File: src/verilog/mxb_pkg.sv
// package for the multiplexed expansion bus sequencer
package mxb_pkg;
  localparam int unsigned AW = 16;
  localparam int unsigned DW = 16;
  localparam int unsigned SHORT_W = 2;
  localparam int unsigned LONG_W = 4;
  localparam logic [SHORT_W-1:0] ADDR_LEN_RST = 2'h0;
  localparam logic [SHORT_W-1:0] SETUP_LEN_RST = 2'h0;
  localparam logic [LONG_W-1:0] STROBE_LEN_RST = 4'h0;
  localparam logic [SHORT_W-1:0] HOLD_LEN_RST = 2'h0;
  localparam logic [LONG_W-1:0] RECOV_LEN_RST = 4'h0;
  localparam logic [LONG_W-1:0] CNT_RST = 4'h0;
  localparam logic [LONG_W-1:0] ONE = 4'h1;

  typedef enum logic [2:0] {
    MXB_IDLE = 3'b000,
    MXB_ADDR = 3'b001,
    MXB_SETUP = 3'b010,
    MXB_STROBE = 3'b011,
    MXB_HOLD = 3'b100,
    MXB_RECOV = 3'b101
  } mxb_state_t;

  typedef struct packed {
    logic [SHORT_W-1:0] address_phase_len;
    logic [SHORT_W-1:0] setup_phase_len;
    logic [LONG_W-1:0] strobe_phase_len;
    logic [SHORT_W-1:0] hold_phase_len;
    logic [LONG_W-1:0] recovery_phase_len;
  } mxb_timing_t;

  typedef struct packed {
    logic write;
    logic [AW-1:0] addr;
    logic [DW-1:0] wdata;
  } mxb_req_t;
endpackage

File: src/verilog/mxb_phase_cnt.sv
// phase length down-counter for the sequencer
`timescale 1ns/1ps
`default_nettype none
module mxb_phase_cnt #(
  parameter int unsigned W = 4
) (
  input wire logic sys_clk, // clock
  input wire logic reset_n, // sync reset
  input wire logic clk_en, // freeze when low
  input wire logic load, // start a phase
  input wire logic [W-1:0] len_m1, // phase length minus one
  output logic last // final cycle of the phase
);
  logic [W-1:0] cnt_q, cnt_d;

  always_comb begin
    cnt_d = cnt_q;
    if (load) begin
      cnt_d = len_m1;
    end else if (cnt_q != '0) begin
      cnt_d = cnt_q - W'(1);
    end
  end

  always_ff @(posedge sys_clk) begin
    if (!reset_n) begin
      cnt_q <= '0;
    end else if (clk_en) begin
      cnt_q <= cnt_d;
    end
  end

  assign last = (cnt_q == '0);
endmodule
`default_nettype wire

File: src/verilog/mxb_seq.sv
// strobe and phase sequencer for multiplexed expansion bus accesses
// Functional notes
// - data held 1 to 4 cycles after strobe
// - chip select 1-4 cycles after latch falls
// - recovery gap of 1 to 16 cycles
// - address phase length sets address time
// - setup length sets data before strobe
// - strobe length sets strobe width, data valid
// - hold length keeps select and write data
// - every count is one bus clock
// - latch pulse 1-4 cycles, address valid
// - write data valid 1-4 cycles before strobe
// - strobe low for 1 to 16 cycles
`timescale 1ns/1ps
`default_nettype none
module mxb_seq (
  input wire logic sys_clk, // expansion bus clock
  input wire logic reset_n, // sync reset, active low
  input wire logic clk_en, // freezes all state when low
  input wire mxb_pkg::mxb_timing_t timing, // phase lengths minus one
  input wire mxb_pkg::mxb_req_t req, // access request
  input wire logic req_valid, // request offered
  input wire logic [mxb_pkg::DW-1:0] ad_in, // pad input of shared lines
  output logic req_ready, // request taken in the previous cycle
  output logic address_latch_strobe, // address latch, high pulse
  output logic cs_low, // chip select, active low
  output logic data_strobe_low, // data strobe, active low
  output logic rnw, // high on reads
  output logic [mxb_pkg::DW-1:0] ad_out, // shared address/data drive
  output logic ad_oe, // high while driving shared lines
  output logic [mxb_pkg::DW-1:0] rdata, // captured read data
  output logic rdata_valid, // one-cycle pulse with rdata
  output logic busy // access or recovery in progress
);
  mxb_pkg::mxb_state_t st_q, st_d;
  mxb_pkg::mxb_req_t cur_q, cur_d;
  logic [mxb_pkg::DW-1:0] ad_s1_q, ad_s2_q;
  logic [mxb_pkg::DW-1:0] rdata_q, rdata_d;
  logic rdv_q, rdv_d, rdy_q, rdy_d;
  logic ale_q, ale_d, cs_q, cs_d, ds_q, ds_d, oe_q, oe_d, busy_q, busy_d;
  logic dat_d;
  logic [mxb_pkg::DW-1:0] ado_q, ado_d;
  logic load, last;
  logic [mxb_pkg::LONG_W-1:0] len_m1;

  function automatic logic [mxb_pkg::LONG_W-1:0] widen(
    input logic [mxb_pkg::SHORT_W-1:0] v);
    widen = {{(mxb_pkg::LONG_W-mxb_pkg::SHORT_W){1'b0}}, v};
  endfunction

  // one count per bus clock
  mxb_phase_cnt #(.W(mxb_pkg::LONG_W)) u_cnt (
    .sys_clk(sys_clk),
    .reset_n(reset_n),
    .clk_en(clk_en),
    .load(load),
    .len_m1(len_m1),
    .last(last)
  );

  always_comb begin
    st_d = st_q;
    cur_d = cur_q;
    rdata_d = rdata_q;
    rdv_d = 1'b0;
    rdy_d = 1'b0;
    load = 1'b0;
    len_m1 = mxb_pkg::CNT_RST;
    case (st_q)
      mxb_pkg::MXB_IDLE: begin
        if (req_valid && !rdy_q) begin
          cur_d = req;
          rdy_d = 1'b1;
          st_d = mxb_pkg::MXB_ADDR;
          load = 1'b1;
          len_m1 = widen(timing.address_phase_len);
        end
      end
      mxb_pkg::MXB_ADDR: begin
        if (last) begin
          st_d = mxb_pkg::MXB_SETUP;
          load = 1'b1;
          len_m1 = widen(timing.setup_phase_len);
        end
      end
      mxb_pkg::MXB_SETUP: begin
        if (last) begin
          st_d = mxb_pkg::MXB_STROBE;
          load = 1'b1;
          len_m1 = timing.strobe_phase_len;
        end
      end
      mxb_pkg::MXB_STROBE: begin
        if (last) begin
          st_d = mxb_pkg::MXB_HOLD;
          load = 1'b1;
          len_m1 = widen(timing.hold_phase_len);
          if (!cur_q.write) begin
            rdata_d = ad_s2_q;
            rdv_d = 1'b1;
          end
        end
      end
      mxb_pkg::MXB_HOLD: begin
        if (last) begin
          st_d = mxb_pkg::MXB_RECOV;
          load = 1'b1;
          len_m1 = timing.recovery_phase_len;
        end
      end
      mxb_pkg::MXB_RECOV: begin
        if (last) begin
          st_d = mxb_pkg::MXB_IDLE;
        end
      end
      default: begin
        st_d = mxb_pkg::MXB_IDLE;
      end
    endcase
  end

  // registered pin levels follow the next state
  always_comb begin
    ale_d = (st_d == mxb_pkg::MXB_ADDR);
    // data phases: setup, strobe and hold
    dat_d = (st_d == mxb_pkg::MXB_SETUP) || (st_d == mxb_pkg::MXB_STROBE)
      || (st_d == mxb_pkg::MXB_HOLD);
    // select follows the setup phase, so it lags the latch by 1 to 4 cycles
    cs_d = (st_d == mxb_pkg::MXB_STROBE) || (st_d == mxb_pkg::MXB_HOLD);
    ds_d = (st_d == mxb_pkg::MXB_STROBE);
    busy_d = (st_d != mxb_pkg::MXB_IDLE);
    oe_d = (st_d == mxb_pkg::MXB_ADDR) || (cur_d.write && dat_d);
    ado_d = (st_d == mxb_pkg::MXB_ADDR) ? cur_d.addr : cur_d.wdata;
    if (!dat_d && st_d != mxb_pkg::MXB_ADDR) begin
      ado_d = '0;
    end
  end

  always_ff @(posedge sys_clk) begin
    if (!reset_n) begin
      st_q <= mxb_pkg::MXB_IDLE;
      cur_q <= '0;
      ad_s1_q <= '0;
      ad_s2_q <= '0;
      rdata_q <= '0;
      rdv_q <= 1'b0;
      rdy_q <= 1'b0;
      ale_q <= 1'b0;
      cs_q <= 1'b0;
      ds_q <= 1'b0;
      oe_q <= 1'b0;
      busy_q <= 1'b0;
      ado_q <= '0;
    end else if (clk_en) begin
      st_q <= st_d;
      cur_q <= cur_d;
      ad_s1_q <= ad_in;
      ad_s2_q <= ad_s1_q;
      rdata_q <= rdata_d;
      rdv_q <= rdv_d;
      rdy_q <= rdy_d;
      ale_q <= ale_d;
      cs_q <= cs_d;
      ds_q <= ds_d;
      oe_q <= oe_d;
      busy_q <= busy_d;
      ado_q <= ado_d;
    end
  end

  assign req_ready = rdy_q;
  assign address_latch_strobe = ale_q;
  assign cs_low = !cs_q;
  assign data_strobe_low = !ds_q;
  assign rnw = !cur_q.write;
  assign ad_out = ado_q;
  assign ad_oe = oe_q;
  assign rdata = rdata_q;
  assign rdata_valid = rdv_q;
  assign busy = busy_q;
endmodule
`default_nettype wire

File: config.mk
export PLATFORM = sky130hd
export DESIGN_NAME = mxb_seq
export DESIGN_NICKNAME = d
export VERILOG_FILES = /design/src/verilog/mxb_pkg.sv /design/src/verilog/mxb_phase_cnt.sv /design/src/verilog/mxb_seq.sv
export SDC_FILE = /design/constraint.sdc
export NUM_CORES = 1
export LEC_CHECK = 0
export ABC_AREA = 1
export BUFFER_PORTS_ARGS = -buffer_cell sky130_fd_sc_hd__buf_4
export CAP_MARGIN = 25
export CORE_MARGIN = 8
export CORE_UTILIZATION = 55
export DETAILED_ROUTE_END_ITERATION = 6
export PLACE_DENSITY = 0.78
export SYNTH_ARGS = -nofsm -noshare
export SYNTH_HDL_FRONTEND = slang
export SYNTH_SLANG_ARGS = --single-unit
File: constraint.sdc
create_clock -name sys_clk -period 4.5 [get_ports sys_clk]
set_input_delay 0.45 -clock sys_clk [delete_from_list [all_inputs] [get_ports sys_clk]]
set_output_delay 0.45 -clock sys_clk [all_outputs]
set_load 0.03 [all_outputs]
* Yosys cells after proc, flatten, opt, wreduce, memory -nomap -nowiden
Index checks and enable logic that the tools add are counted.
** Storage, ports and cells
- Bits of input ports :: 67
- Register bits :: 111
- Output and inout bits :: 40
- Memory bits (writable) :: 0
- Logic and storage cells :: 74
- Bits in latches :: 0
- Memories kept :: 0
- Bits in read-only memories :: 0
** Cells by class
- $add $sub $neg :: 1
- Multiply operators :: 0
- Equal/unequal tests :: 10
- Bitwise gates (word level) :: 1
- Order comparisons :: 0
- Mux-type cells :: 26
- Reductions and logical operators :: 20
- Div/mod/pow operators :: 0
- Shifts and indexed selects :: 0
** Operators by type and width (number)
- $mux W33 :: 2
- $mux W16 :: 2
- $pmux W4 S5 :: 1
- $mux W3 :: 6
- $pmux W3 S6 :: 1
- $mux W4 :: 4
- $eq A3 B2 Y1 const B :: 4
- $eq A3 B3 Y1 const B :: 3
- $eq A3 B1 Y1 const B :: 2
- $mux W1 :: 6
- $mux W2 :: 3
- $logic_not A1 Y1 :: 5
- $logic_not A4 Y1 :: 1
- $logic_or A1 B1 Y1 :: 4
- $reduce_and A4 Y1 :: 1
- $reduce_bool A4 Y1 :: 1
- $reduce_or A4 Y1 :: 1
- $sub A4 B1 Y4 const B :: 1
- $logic_and A1 B1 Y1 :: 3
- $logic_not A3 Y1 :: 1
- $ne A3 B1 Y1 const B :: 1
- $reduce_bool A3 Y1 :: 1
- $pmux W1 S2 :: 1
- $reduce_and A2 Y1 :: 1
- 2 further kinds :: 2

* Logic depth before layout (Yosys ltp)
- Depth after elaboration :: 10
- Depth in mapped cells :: 12
- Mapped depth without buffers :: 11

* By module
A second synthesis with hierarchy kept.
** Second synthesis, totals
- Cell total of the unflattened synthesis :: 721
- Area, all modules :: 5029.8 µm²
** By module, submodules not included
- mxb_seq :: cells an instance 678, area an instance 4760.8 µm², sequential area each 2142.1 µm², times used 1
- mxb_phase_cnt :: cells an instance 43, area an instance 269.0 µm², sequential area each 80.1 µm², times used 1

* Least setup slack after synthesis
OpenSTA, ideal clock, no wires.
- Path type :: flip-flop to flip-flop
- Start point :: register u_cnt.cnt_q[0]
- End point :: register ado_q, in the netlist ad_out[10]
- Slack :: 2.863 ns
- Library setup time :: 0.070 ns
- Stages on the path, launching flop included :: 13
- Arrival time :: 1.567 ns
- Clock period less this slack :: 1.637 ns
- Path buffers :: 2
- Required time :: 4.430 ns
- Cells stage by stage :: dfxtp_1 -> inv_1 -> ha_1 -> nand2_1 -> nor2_1 -> buf_4 -> nand2_1 -> nand2_1 -> nand3_1 -> nand3_2 -> buf_6 -> nand3_1 -> a21oi_1
** Between the ends
- Longest elaborated chain between the ends :: 9
- Elaborated cells between the ends (all ways) :: 18
- Classes of those cells :: eq/ne: 5; mux: 8; reduce/logical: 5
** RTL lines
- from (decl) :: line mxb_phase_cnt.sv:14 : logic [W-1:0] cnt_q, cnt_d;
- from (signal assigned) :: line mxb_phase_cnt.sv:29 : cnt_q <= cnt_d;
- $logic_not A4 Y1 (*) :: line mxb_phase_cnt.sv:33 : assign last = (cnt_q == '0);
- $mux W3, on equally long branches
- $pmux W3 S6 (*) :: line mxb_seq.sv:69 : case (st_q)
- $eq A3 B2 Y1 :: line mxb_seq.sv:126 : dat_d = (st_d == mxb_pkg::MXB_SETUP) || (st_d == mxb_pkg::MXB_STROBE)
- $logic_or A1 B1 Y1 :: line mxb_seq.sv:126
- $logic_or A1 B1 Y1 :: line mxb_seq.sv:127 : || (st_d == mxb_pkg::MXB_HOLD);
- $logic_not A1 Y1 :: line mxb_seq.sv:134 : if (!dat_d && st_d != mxb_pkg::MXB_ADDR) begin
- $logic_and A1 B1 Y1 :: line mxb_seq.sv:134
- $mux W16 (*) :: line mxb_seq.sv:134
- to (signal assigned) :: line mxb_seq.sv:167 : ado_q <= ado_d;
- to (decl) :: line mxb_seq.sv:42 : logic [mxb_pkg::DW-1:0] ado_q, ado_d;
Every way passes the cells marked *; elsewhere a longest branch is shown, timed or not.
A chain may end at the register's enable or synchronous reset.

* Final worst setup path
- Start point :: register u_cnt.cnt_q[0]
- End point :: register rdata_q, in the netlist rdata[12]
** Between the ends
- Longest elaborated chain between the ends :: 2
** RTL lines
- $logic_not A4 Y1 :: line mxb_phase_cnt.sv:33
- $reduce_and A4 Y1 (no line)
- to (signal assigned) :: line mxb_seq.sv:159 : rdata_q <= rdata_d;
- to (decl) :: line mxb_seq.sv:38 : logic [mxb_pkg::DW-1:0] rdata_q, rdata_d;
No other way between the ends.

==> results.yml <==
critical_path:
  crit_start: "u_cnt.cnt_q[0]"
  worstReg2RegEnd: "rdata[12]"
  worstSetupPathType: "flop to flop"
  cp.arrival_ns: 2.98
  start_kind: "flop"
  critPathRequiredTime_ns: 4.78
  r2r_slack_ns: 1.80
  timing.rr.start: "u_cnt.cnt_q[0]"
  critPathCapture: "rdata[12]"
  setup.worst_path.end_class: "flop"
  reg2reg_depth: 9
  crit_fanout: 17
clocking:
  postCtsSetupBuffers: 0
  cts_buffer_depth: 2
  clk_pin_slew_worst_paths_ns: 0.11
  cts_resized: 0
  clkSinkCount: 111
  cts-root-buf: "clkbuf_8"
  insertion_delay_ns: 0.38
  cts_tree: "built"
  holdBufCountCts: 0
  numCtsBuffers: 9
  htreeDepth: 3
grt:
  grt_usage: 0.209
  grt_pass1_wl_mm: 20.3
  grt_antenna_before_repair: 0
  grt_overflow: 0
  grt_pass1_vias: 4380
  grt_max_degree: 73
placement:
  globalplace.congestion: 0.844
  dp_hpwl_mm: 8.38
  dpl_cell_area_mm2: 0.00555
  portBuffers: 106
sta:
  hold_viol: 0
  rsz0062_at_grt: "no"
  slew_headroom: 0.339
  fmax_mhz: 371
  drv_slew: 0
  timing.final.crit_share: 0.599
  tightest_slew_ns: 0.990
  setup_viol: 0
  period_needed_ns: 2.70
  finClkSkew_ns: 0.0131
  fin_setup_tns_ns: 0
routing:
  antenna_left: 0
  routed.top_layer: "met4"
  route.detailed.drc: 0
  met1_length_mm: 5.36
  drt_iter0_markers: 292
  vias: 4634
  via_per_inst: 5.36
  wire_per_inst_um: 14.7
  drt_first_pass_iters: 6
  wl_met2_mm: 6.18
  routed-wl-met3_um: 925
  routed_wl_mm: 12.7
power:
  power_density_mw_per_mm2: 407
  ir_drop_mv: 0.222
  p_leak_nw: 2.67
synthesis:
  synth_area_per_cell_um2: 7.15
  netlist_area_mm2: 0.00482
  ys_types: 30
  ys_seq_elements: 111
  seq_area_frac_synth: 0.461
  synthCells: 674
  syn_nets: 742
  synth_edf_count: 0
  ys.flop_type: "dfxtp_1"
  yosysWarnings: 0
  synth-async-reset-ratio: 0
layout:
  syn_to_final_growth_pct: 20.1
  final_layout_size_suffix_gt1_frac: 0.188
  finalNetCount: 819
  fillers: 758
  final_cell_area_mm2: 0.00579
  antenna_cells: 0
outcome:
  status: "finished clean"
floorplan:
  start_util: 0.561
  die_area_mm2: 0.0120
  num_io_pins: 107
  core_area_mm2: 0.00859
  die_w_um: 110
  fp-row-count: 34
  die_h_um: 110
min_path:
  hold_start: "ad_in[8]"
  hold_class: "primary input to flop"
job:
  maxCapViolCount: 0
[layout by cell type (no fill, tap or decap), drive strengths merged]
master	instances
o211ai	17
clkinvlp	1
nand4	6
nand3b	1
inv	53
a31oi	1
buf	108
xor2	1
nand2	149
bufinv	1
o21ai	71
a211oi	15
clkbuf	9
a21oi	47
ha	1
nand3	33
clkinv	2
dfxtp	111
o21a	2
xnor2	1
nor3	1
nor2	125
[worst min path at each step]
stage,cells after the start,slack [ns],end
2_1_floorplan,2,0.42,cur_q[15]
3_3_place_gp,2,0.44,cur_q[15]
3_5_place_dp,2,0.45,cur_q[28]
4_1_cts,3,0.28,ad_s1_q[8]
5_1_grt,3,0.28,ad_s1_q[7]
6_report,3,0.29,ad_s1_q[8]
[worst max-delay path, stage by stage (launching register included)]
cell and delay, ns:
dfxtp_1 0.32, inv_1 0.11, ha_1 0.24, nand2_1 0.07
nor2_1 0.50, nand2_1 0.25, nor3_4 0.57, inv_2 0.32
nor2_1 0.17, nor2_1 0.06
[sequential cells by signal, summed over array words and instances (netlist names)]
name,flops
ad_s2_q,16
ds_q,1
ad_oe,1
ad_out,16
req_ready,1
st_q,3
busy,1
address_latch_strobe,1
rdata,16
ad_s1_q,16
u_cnt.cnt_q,4
cur_q,33
cs_q,1
rdata_valid,1
[kinds of logic (layout without fill, tap and decap cells)]
group                    count (synthesis)  count (layout)  share of synthesized area
AO/OA/AOI/OAI                          153             153                      0.178
flip-flops                             111             111                      0.461
AND/OR/NAND/NOR                        315             315                      0.274
XOR/XNOR                                 2               2                    0.00363
adder cells (fa/ha/maj)                  1               1                    0.00259
buffers and inverters                   92             174                     0.0815
[synthesized netlist by cell type (all sizes together) (2+ instances only)]
master	instances	area share
o21ai	71	0.074
buf	22	0.027
o211ai	17	0.026
nand2	149	0.12
dfxtp	111	0.46
o21a	2	0.0031
clkbuf	20	0.016
a211oi	15	0.023
a21oi	47	0.049
nand4	6	0.011
nand3	33	0.035
nor2	125	0.10
inv	50	0.039
[layout make-up]
type	instances	area (um2)	area share
Sequential cell	111	2220	0.384
Multi-Input combinational cell	471	2210	0.381
Timing Repair Buffer	108	831	0.143
Inverter	50	188	0.0324
Tap cell	108	135	0.0233
Clock buffer	9	124	0.0214
Clock inverter	7	86.3	0.0149
[stage by stage]
step / power (W) / setup WS [ns] / hold WS (ns) / cells / utilization
2_1_floorplan: 0.00158 / 2.86 / 0.425 / 674 / -
3_3_place_gp: 0.00173 / 1.76 / 0.441 / 847 / 0.646
3_5_place_dp: 0.00174 / 1.72 / 0.454 / 847 / 0.646
4_1_cts: 0.00236 / 1.69 / 0.279 / 863 / 0.671
5_1_grt: 0.00249 / 1.51 / 0.277 / 864 / 0.674
6_report: 0.00236 / 1.80 / 0.285 / 864 / 0.674
[power breakdown]
group	internal, W	switching [W]	total, W
clock network	0.000269	0.000360	0.000630
logic	0.000220	0.000397	0.000617
registers	0.00107	0.0000480	0.00111
total	0.00155	0.000805	0.00236
[routing by layer]
metal	global-route usage	vias to the layer above
li1	-	2341
met1	0.261	2120
met2	0.345	155
met3	0.0498	18
met4	0.0733	0
met5	0	-
(Power assumes the default switching activity.)
